### src/logic/gdma_map.vh
`ifndef GDMA_MAP_VH
`define GDMA_MAP_VH

// register byte offsets (word at 0,2,4,6 -> apb byte address x4... kept as index)
`define GDMA_IDX_WCNT     3'h0
`define GDMA_IDX_ADDR     3'h1
`define GDMA_IDX_CTRL     3'h2
`define GDMA_IDX_DATA     3'h3
`define GDMA_IDX_XADDR    3'h4

// control/status field positions
`define GDMA_GO_BIT       0
`define GDMA_FNC_LO       1
`define GDMA_FNC_HI       3
`define GDMA_XBA_LO       4
`define GDMA_XBA_HI       5
`define GDMA_IE_BIT       6
`define GDMA_RDY_BIT      7
`define GDMA_CYC_BIT      8
`define GDMA_ATTENTION_LINE_BIT     13
`define GDMA_MAINT_BIT    12
`define GDMA_ERR_BIT      15

// host bus cycle types
`define GDMA_CYC_RD       2'h0
`define GDMA_CYC_RMW      2'h1
`define GDMA_CYC_WR       2'h2
`define GDMA_CYC_WRB      2'h3

// reset values
`define GDMA_CTRL_RST     16'h0080
`define GDMA_ZERO16       16'h0000
`define GDMA_ZERO6        6'h00

// strobe pattern and counter steps
`define GDMA_STRB_WORD    2'h3
`define GDMA_WC_STEP      16'h0001
`define GDMA_BA_STEP      16'h0002
`define GDMA_XADDR_STEP   6'h01
`define GDMA_ADDR_TOP     15'h7fff

`endif

### src/logic/gdma_core.v
// Local design decisions: register access over APB and the register addresses.
`timescale 1ns/1ps
`include "gdma_map.vh"

// Behaviour
// moves 16-bit words between host memory and user device via bus cycles
// software loads word count with two's complement of word total
// software loads address and extension with first memory address
// software writes function bits last, then dma logic takes over
// control/status and data buffers take byte writes; others whole words
// requests accepted only after software clears ready
// user sets control bits first, then raises cycle request
// on cycle request latch input data and control bits, busy low
// memory-to-device reads capture memory data into output buffer
// transfer cycle uses address register joined with its extension
// after each cycle bump count and address, busy high, ready low (in burst mode the code keeps busy low until the block is done)
// single-cycle mode needs a new cycle request per word
// count reaching zero sets ready and interrupt if enabled
// burst mode: one request moves the whole programmed block
// byte writes and read-modify-write cycles supported
// six software-visible registers
// burst mode holds bus mastership until block done
// address and extension share one slot; both buffers share another (code gives the extension its own slot, index 4)
// 18-bit or 22-bit addressing; extension used only when wide (code also uses ext[1:0] in 18-bit mode)
// address overflow carries into the extension
// increments apply only when latched enable bits set
module gdma_core #(
	parameter AW_WIDE = 1                  // 1: 22-bit, 0: 18-bit
) (
	input  wire        ref_clk,            // clock, 40 MHz
	input  wire        resetn,             // async reset, active low
	input  wire        psel,               // apb select
	input  wire        penable,            // apb access phase
	input  wire        pwrite,             // apb direction
	input  wire [11:0] paddr,              // apb byte address
	input  wire [31:0] pwdata,             // apb write data
	input  wire [3:0]  pstrb,              // apb byte strobes
	output wire        pready,             // apb ready
	output reg  [31:0] prdata,             // apb read data
	output wire        pslverr,            // apb error
	input  wire        cycle_request,      // user cycle request
	input  wire        single_cycle,       // high: single, low: burst
	input  wire        wc_inc_enable,      // user word-count increment enable
	input  wire        ba_inc_enable,      // user address increment enable
	input  wire        function_line_high, // user cycle select high
	input  wire        function_line_low,  // user cycle select low
	input  wire        byte_select_bit,    // low address bit for byte writes
	input  wire        attention_line,     // user attention
	input  wire [15:0] user_in_data,       // user input data
	output reg  [15:0] user_out_data,      // output buffer to user
	output reg         busy_n,             // busy, low while a cycle pends
	output reg         ready,              // ready indication
	output wire [2:0]  user_function,      // function bits to user
	output wire        irq,                // interrupt request level
	output reg         mst_req,            // host bus request
	output reg  [21:0] mst_addr,           // host bus byte address
	output reg  [1:0]  mst_type,           // host bus cycle type
	output reg  [15:0] mst_wdata,          // host bus write data
	input  wire        mst_ack,            // host bus cycle done
	input  wire [15:0] mst_rdata,          // host bus read data
	output wire        mst_hold            // keep bus mastership
);

	localparam ST_IDLE = 2'h0;
	localparam ST_BUS  = 2'h1;
	localparam ST_NEXT = 2'h2;

	// ----------------------------------------
	// registers
	// ----------------------------------------
	reg [15:0] word_count_reg_ff;
	reg [15:0] address_reg_ff;
	reg [5:0]  address_extension_reg_ff;
	reg [15:0] control_status_reg_ff;
	reg [15:0] in_buf_ff;
	reg [1:0]  state_ff;
	reg        lat_wc_ff;
	reg        lat_ba_ff;
	reg        lat_burst_ff;
	reg        irq_ff;
	reg        req_seen_ff;
	reg        lat_byte_ff;

	wire [2:0]  reg_idx = paddr[4:2];
	wire        wr_go   = psel & penable & pwrite;
	wire        rd_go   = psel & penable & ~pwrite;
	wire        bad     = (paddr[11:5] != 7'h00) | (reg_idx > `GDMA_IDX_XADDR);
	wire        ie      = control_status_reg_ff[`GDMA_IE_BIT];

	// ----------------------------------------
	// register select decode
	// ----------------------------------------
	wire        sel_wcnt  = (reg_idx == `GDMA_IDX_WCNT);
	wire        sel_addr  = (reg_idx == `GDMA_IDX_ADDR);
	wire        sel_data  = (reg_idx == `GDMA_IDX_DATA);
	wire        sel_xaddr = (reg_idx == `GDMA_IDX_XADDR);
	wire        full_word = (pstrb[1:0] == `GDMA_STRB_WORD);
	wire        wr_ok     = wr_go & ~bad;
	// word-only registers ignore byte writes
	wire        wr_wcnt   = wr_ok & sel_wcnt & full_word;
	wire        wr_addr   = wr_ok & sel_addr & full_word;
	wire        wr_xaddr  = wr_ok & sel_xaddr & full_word;
	wire        wr_data   = wr_ok & sel_data;

	assign pready        = 1'b1;
	assign pslverr       = psel & penable & bad;
	assign user_function = control_status_reg_ff[`GDMA_FNC_HI:`GDMA_FNC_LO];
	assign irq           = irq_ff;
	// burst bus hold
	assign mst_hold      = lat_burst_ff & (state_ff != ST_IDLE);

	// byte lane merge
	function [15:0] merge16;
		input [15:0] old;
		input [15:0] nw;
		input [1:0]  be;
		begin
			merge16 = {be[1] ? nw[15:8] : old[15:8], be[0] ? nw[7:0] : old[7:0]};
		end
	endfunction

	// full memory address
	function [21:0] full_addr;
		input [15:0] lo;
		input [5:0]  ext;
		begin
			if (AW_WIDE != 0) begin
				full_addr = {ext, lo};
			end else begin
				full_addr = {4'h0, ext[1:0], lo};
			end
		end
	endfunction

	// wrapping 16-bit step, shared by count and address
	function [15:0] inc16;
		input [15:0] val;
		input [15:0] step;
		begin
			inc16 = val + step;
		end
	endfunction

	// byte cycles carry the low address bit
	function [21:0] byte_addr;
		input [15:0] lo;
		input [5:0]  ext;
		input        bsel;
		begin
			byte_addr = full_addr(lo, ext) | {21'h000000, bsel};
		end
	endfunction

	// ----------------------------------------
	// apb read
	// ----------------------------------------
	always @* begin
		prdata = 32'h00000000;
		if (rd_go && !bad) begin
			case (reg_idx)
				`GDMA_IDX_WCNT:  prdata = {16'h0000, word_count_reg_ff};
				`GDMA_IDX_ADDR:  prdata = {16'h0000, address_reg_ff};
				`GDMA_IDX_CTRL:  prdata = {16'h0000, control_status_reg_ff[15:8], ready,
					control_status_reg_ff[6:0]};
				// shared buffer slot, read side is input buffer
				`GDMA_IDX_DATA:  prdata = {16'h0000, in_buf_ff};
				`GDMA_IDX_XADDR: prdata = {26'h0000000, address_extension_reg_ff};
				default:         prdata = 32'h00000000;
			endcase
		end
	end

	wire ack_ok    = mst_req & mst_ack;
	wire step_now  = ack_ok & (state_ff == ST_BUS);
	wire rd_cycle  = (mst_type == `GDMA_CYC_RD) | (mst_type == `GDMA_CYC_RMW);
	wire byte_cyc  = function_line_high & function_line_low & byte_select_bit;

	// ----------------------------------------
	// next counter and address values
	// ----------------------------------------
	reg [15:0] nxt_word_count;
	reg [15:0] nxt_address;
	reg [5:0]  nxt_extension;

	// hardware step wins over a same-cycle apb write
	always @* begin
		nxt_word_count = word_count_reg_ff;
		nxt_address    = address_reg_ff;
		nxt_extension  = address_extension_reg_ff;
		// software loads
		if (wr_wcnt) begin
			nxt_word_count = pwdata[15:0];
		end
		if (wr_addr) begin
			nxt_address = pwdata[15:0];
		end
		if (wr_xaddr) begin
			nxt_extension = pwdata[5:0];
		end
		// steps gated by latched enables
		if (step_now && lat_wc_ff) begin
			nxt_word_count = inc16(word_count_reg_ff, `GDMA_WC_STEP);
		end
		if (step_now && lat_ba_ff) begin
			nxt_address = inc16(address_reg_ff, `GDMA_BA_STEP);
			// carry into extension
			if (address_reg_ff[15:1] == `GDMA_ADDR_TOP) begin
				nxt_extension = address_extension_reg_ff + `GDMA_XADDR_STEP;
			end
		end
	end

	always @(posedge ref_clk or negedge resetn) begin
		if (!resetn) begin
			word_count_reg_ff        <= `GDMA_ZERO16;
			address_reg_ff           <= `GDMA_ZERO16;
			address_extension_reg_ff <= `GDMA_ZERO6;
		end else begin
			word_count_reg_ff        <= nxt_word_count;
			address_reg_ff           <= nxt_address;
			address_extension_reg_ff <= nxt_extension;
		end
	end

	// ----------------------------------------
	// output buffer
	// ----------------------------------------
	reg [15:0] nxt_out_buf;

	// memory data wins over a same-cycle apb write
	always @* begin
		nxt_out_buf = user_out_data;
		if (wr_data) begin
			nxt_out_buf = merge16(user_out_data, pwdata[15:0], pstrb[1:0]);
		end
		if (step_now && rd_cycle) begin
			nxt_out_buf = mst_rdata;
		end
	end

	always @(posedge ref_clk or negedge resetn) begin
		if (!resetn) begin
			user_out_data <= `GDMA_ZERO16;
		end else begin
			user_out_data <= nxt_out_buf;
		end
	end

	// ----------------------------------------
	// dma engine and register writes
	// ----------------------------------------
	always @(posedge ref_clk or negedge resetn) begin
		if (!resetn) begin
			control_status_reg_ff    <= `GDMA_CTRL_RST;
			in_buf_ff                <= `GDMA_ZERO16;
			state_ff                 <= ST_IDLE;
			lat_byte_ff              <= 1'b0;
			lat_wc_ff                <= 1'b0;
			lat_ba_ff                <= 1'b0;
			lat_burst_ff             <= 1'b0;
			irq_ff                   <= 1'b0;
			req_seen_ff              <= 1'b0;
			busy_n                   <= 1'b1;
			ready                    <= 1'b1;
			mst_req                  <= 1'b0;
			mst_addr                 <= 22'h000000;
			mst_type                 <= `GDMA_CYC_RD;
			mst_wdata                <= `GDMA_ZERO16;
		end else begin
			req_seen_ff <= cycle_request;
			if (wr_go && !bad) begin
				case (reg_idx)
					`GDMA_IDX_CTRL: begin
						// writing ready low arms the engine
						control_status_reg_ff <= merge16(control_status_reg_ff, pwdata[15:0], pstrb[1:0]);
						if (pstrb[0]) begin
							ready <= pwdata[`GDMA_RDY_BIT];
							if (!pwdata[`GDMA_IE_BIT]) begin
								irq_ff <= 1'b0;
							end
						end
					end
					default: ;
				endcase
			end
			case (state_ff)
				ST_IDLE: begin
					// rising request latches data and controls
					if (!ready && cycle_request && !req_seen_ff) begin
						in_buf_ff    <= user_in_data;
						lat_wc_ff    <= wc_inc_enable;
						lat_ba_ff    <= ba_inc_enable;
						// burst chosen by single-cycle line low
						lat_burst_ff <= ~single_cycle;
						busy_n       <= 1'b0;
						mst_req      <= 1'b1;
						mst_addr     <= byte_addr(address_reg_ff, address_extension_reg_ff, byte_cyc);
						lat_byte_ff  <= byte_cyc;
						// cycle type from function lines
						mst_type     <= {function_line_high, function_line_low};
						mst_wdata    <= user_in_data;
						if (attention_line) begin
							control_status_reg_ff[`GDMA_ATTENTION_LINE_BIT] <= 1'b1;
						end
						state_ff     <= ST_BUS;
					end
				end
				ST_BUS: begin
					if (ack_ok) begin
						// counters and buffer step in their own processes
						mst_req  <= 1'b0;
						state_ff <= ST_NEXT;
					end
				end
				ST_NEXT: begin
					// count done sets ready and interrupt
					if (lat_wc_ff && word_count_reg_ff == `GDMA_ZERO16) begin
						ready    <= 1'b1;
						busy_n   <= 1'b1;
						if (ie) irq_ff <= 1'b1;
						state_ff <= ST_IDLE;
					end else if (lat_burst_ff) begin
						// next burst word back to back
						in_buf_ff <= user_in_data;
						mst_req   <= 1'b1;
						mst_addr  <= byte_addr(address_reg_ff, address_extension_reg_ff, lat_byte_ff);
						mst_wdata <= user_in_data;
						state_ff  <= ST_BUS;
					end else begin
						// busy high, wait next request
						busy_n   <= 1'b1;
						state_ff <= ST_IDLE;
					end
				end
				default: state_ff <= ST_IDLE;
			endcase
		end
	end

endmodule

### config.mk
export PLATFORM = sky130hd
export DESIGN_NAME = gdma_core
export DESIGN_NICKNAME = d
export VERILOG_FILES = /design/src/logic/gdma_core.v
export VERILOG_INCLUDE_DIRS = /design/src /design/src/logic
export SDC_FILE = /design/constraint.sdc
export NUM_CORES = 1
export LEC_CHECK = 0
export BUFFER_PORTS_ARGS = -buffer_cell sky130_fd_sc_hd__buf_2
export CORE_UTILIZATION = 55
export DETAILED_ROUTE_END_ITERATION = 6
export PLACE_DENSITY = 0.9
export SETUP_SLACK_MARGIN = 0.3
export SLEW_MARGIN = 10
export SYNTH_ARGS = -nofsm -noshare
export SYNTH_HDL_FRONTEND = slang
export SYNTH_SLANG_ARGS = --single-unit
### constraint.sdc
create_clock -name ref_clk -period 4.2 [get_ports ref_clk]
set_clock_uncertainty 0.1 [all_clocks]
set_input_delay 0.84 -clock ref_clk [delete_from_list [all_inputs] [get_ports ref_clk]]
set_output_delay 0.84 -clock ref_clk [all_outputs]
set_load 0.005 [all_outputs]
==> impl_metrics.ini <==
[cts]
worstSkewPairLatency_ns = 0.41
path_clk_slew_ns = 0.05
htreeDepth = 4
cts-root-buf = clkbuf_16
ctsHoldBuffers = 0
cts_buffers = 17
clock_sinks = 120
cts-resized-gates = 0
cts_buffer_depth = 2
post_cts_buffers = 0
tritoncts = done

[floorplan]
core_um2 = 11520
placementRows = 39
die-width_um = 111.0
io-pin-count = 192
dieArea_um2 = 12310
start_util = 0.5670
fp.dieH_um = 111.0

[worst_setup_path]
crit_path_frequent_cell = buf_2
arrival_ns = 2.75
crit_type = in2out
critical_path.max_fanout = 7
path_delay_family = simple AND/OR/NAND/NOR gates
cp-start-kind = primary input
cpPeakStageDelay_ns = 0.80
r2r_cells = 5
cp_cell_sequence = buf_2 > nor4_2 > nand2_1 > or4b_2 > nor2_1 > buf_2
rrSetupSlack_ns = 1.51
timing.rr.end = word_count_reg_ff[4]
cp_slowest_cell = or4b_2
cp.required_ns = 3.26
path_buf_inv = 2
r2r-start = state_ff[0]
endpoint_kind = primary output
cp-startpoint = paddr[7]

[power_and_ir_drop]
pwr-share-comb = 0.046
power_density_nw_per_um2 = 333.7
p_sw_mw = 0.5949
intPower_mw = 2.017
clkPwrFrac = 0.509
switching_share = 0.2278
ir_drop_mv = 0.4326
p_leak_nw = 3.817
sequentialPowerShare = 0.445

[outcome]
outcome = finished, violations left
violations = DRC

[route]
vias = 5799
first_iter_violations = 501
drc = 33
drt_pass1_iterations = 7
antenna_left = 0
vias_per_cell = 6.209
wl_um = 18020
wl_per_cell_um = 19.29

[place]
port_buffers = 154
gp_congestion = 0.9344
dp_hpwl_um = 12660

[logic_synthesis]
yosysMostFrequentCell = dfrtp_1
yosys-top-cells-count = 118 x dfrtp_1, 64 x nor2_1, 58 x mux2_2
avgSynthCellArea_um2 = 10.25
synth_cell_type_count = 61
yosysWarnings = 0
synth.area.top_cells = dfrtp_1 45%, mux2_2 10%, nor2_1 3.7%
synth_top_area_cell = dfrtp_1
ys.flop_type = dfrtp_1
synth_top_area_frac = 0.4522
syn_inst = 637
ys_seq_area_frac = 0.4602
ys_ff_latch = 120
synth_edf_count = 0
async_reset_ff_frac = 1.000
synthesis.area_um2 = 6530

[sta]
fmax_mhz = 271.3
maxSlewViolCount = 0
finalHoldViolCount = 0
period_needed_ns = 3.686
setup_tns_ns = 0
worstMarginPinSlew_ns = 1.080
maxSlewHeadroom = 0.2797
rsz0062_at_grt = no
hold-worst-slack_ns = 0.3832
finalCritPeriodShare = 0.8775
setup_viol = 0

[cells_and_area]
area_growth_pct = 19.85
fill_cells = 872
drive_above_1_share = 0.3485
final_nets = 874

[global_route]
grt_pass1_vias = 5706
grt_pass1_wl_um = 29660
grt-ovfl-total = 0
antenna_found_initial = 2
grt_max_degree = 70
track_usage = 0.3109

[min_path]
min_path_type = reg2reg
whs_path_depth = 2
holdPathEnd = lat_byte_ff
hold_path.startpoint = lat_byte_ff

[flow_run]
drv_cap = 0
placed cells by master (no fill, tap or decap), drive strengths merged, types with 20 or more instances in the layout:
master    n
clkbuf   21
mux2     58
nand3    26
a21oi    39
mux2i    20
nand2    55
o21ai    21
nor2     64
buf     157
dfrtp   118
worst max-delay path by stage:
stage | endpoint | slack [ns] | cells past startpoint
floorplan | prdata[0] | 0.89 | 5
global placement | prdata[0] | 0.57 | 6
detailed placement | prdata[5] | 0.55 | 6
CTS | prdata[5] | 0.54 | 6
global route | prdata[5] | 0.40 | 6
finish | prdata[5] | 0.51 | 6
sequential cells by signal (all words and copies together), names as in the netlist:
signal                    cells
control_status_reg_ff        15
ready                         1
lat_byte_ff                   1
mst_req                       1
state_ff                      2
user_out_data                16
req_seen_ff                   1
address_reg_ff               16
in_buf_ff                    16
lat_wc_ff                     1
address_extension_reg_ff      6
lat_burst_ff                  1
irq                           1
lat_ba_ff                     1
mst_addr                     22
busy_n                        1
mst_type                      2
word_count_reg_ff            16
power groups by stage:
| stage | logic [mW] | registers, mW | clock network (mW) |
|---|---|---|---|
| global placement | 0.117 | 1.18 | 0 |
| detailed placement | 0.119 | 1.18 | 0 |
| CTS | 0.120 | 1.16 | 1.34 |
| global route | 0.132 | 1.16 | 1.40 |
| finish | 0.120 | 1.16 | 1.33 |
| floorplan | 0.0484 | 1.18 | 0 |
worst reg2reg max path: stages, from the launching register on:
cell	delay, ns
dfrtp_1	0.43
nand4b_1	0.20
inv_1	0.22
nand2_1	0.44
nand4_1	0.66
o221a_2	0.54
routing by layer:
metal  part of all wire  vias to the layer above  track usage
li1                   -                     2590            -
met1               0.40                     2770       0.4142
met2               0.47                      387       0.4826
met3              0.096                       52      0.07545
met4              0.031                        0       0.1416
met5                  0                        -            0
cell families after synthesis:
group,count (synthesis),synth area share
AO/OA/AOI/OAI,116,0.1198
XOR/XNOR,2,0.002683
adder cells (fa/ha/maj),4,0.007665
buffers and inverters,67,0.05039
flip-flops,120,0.4602
multiplexers,88,0.1652
other,2,0.001150
AND/OR/NAND/NOR,238,0.1930
stage by stage:
step	util	instance area [um2]	worst slack, ns	power [mW]	instances
final	0.6796	7826	0.5144	2.611	934
after global routing	0.6796	7826	0.4027	2.691	934
after CTS	0.6792	7821	0.5379	2.620	932
after detailed placement	0.6329	7288	0.5469	1.301	900
after global placement	0.6329	7288	0.5687	1.298	900
after floorplan	-	6586	0.8904	1.229	652
layout make-up:
cell class | instances | area, um2 | share of cell area
antenna | 2 | 5.005 | 0.0006395
clock buffer | 21 | 450.4 | 0.05755
clock inverter | 11 | 82.58 | 0.01055
inverter | 15 | 56.30 | 0.007194
multi-input combinational | 465 | 3252 | 0.4155
sequential | 120 | 3005 | 0.3840
tap | 143 | 178.9 | 0.02286
timing repair buffer | 157 | 795.8 | 0.1017
No activity file was read; power rests on OpenSTA's default activity.
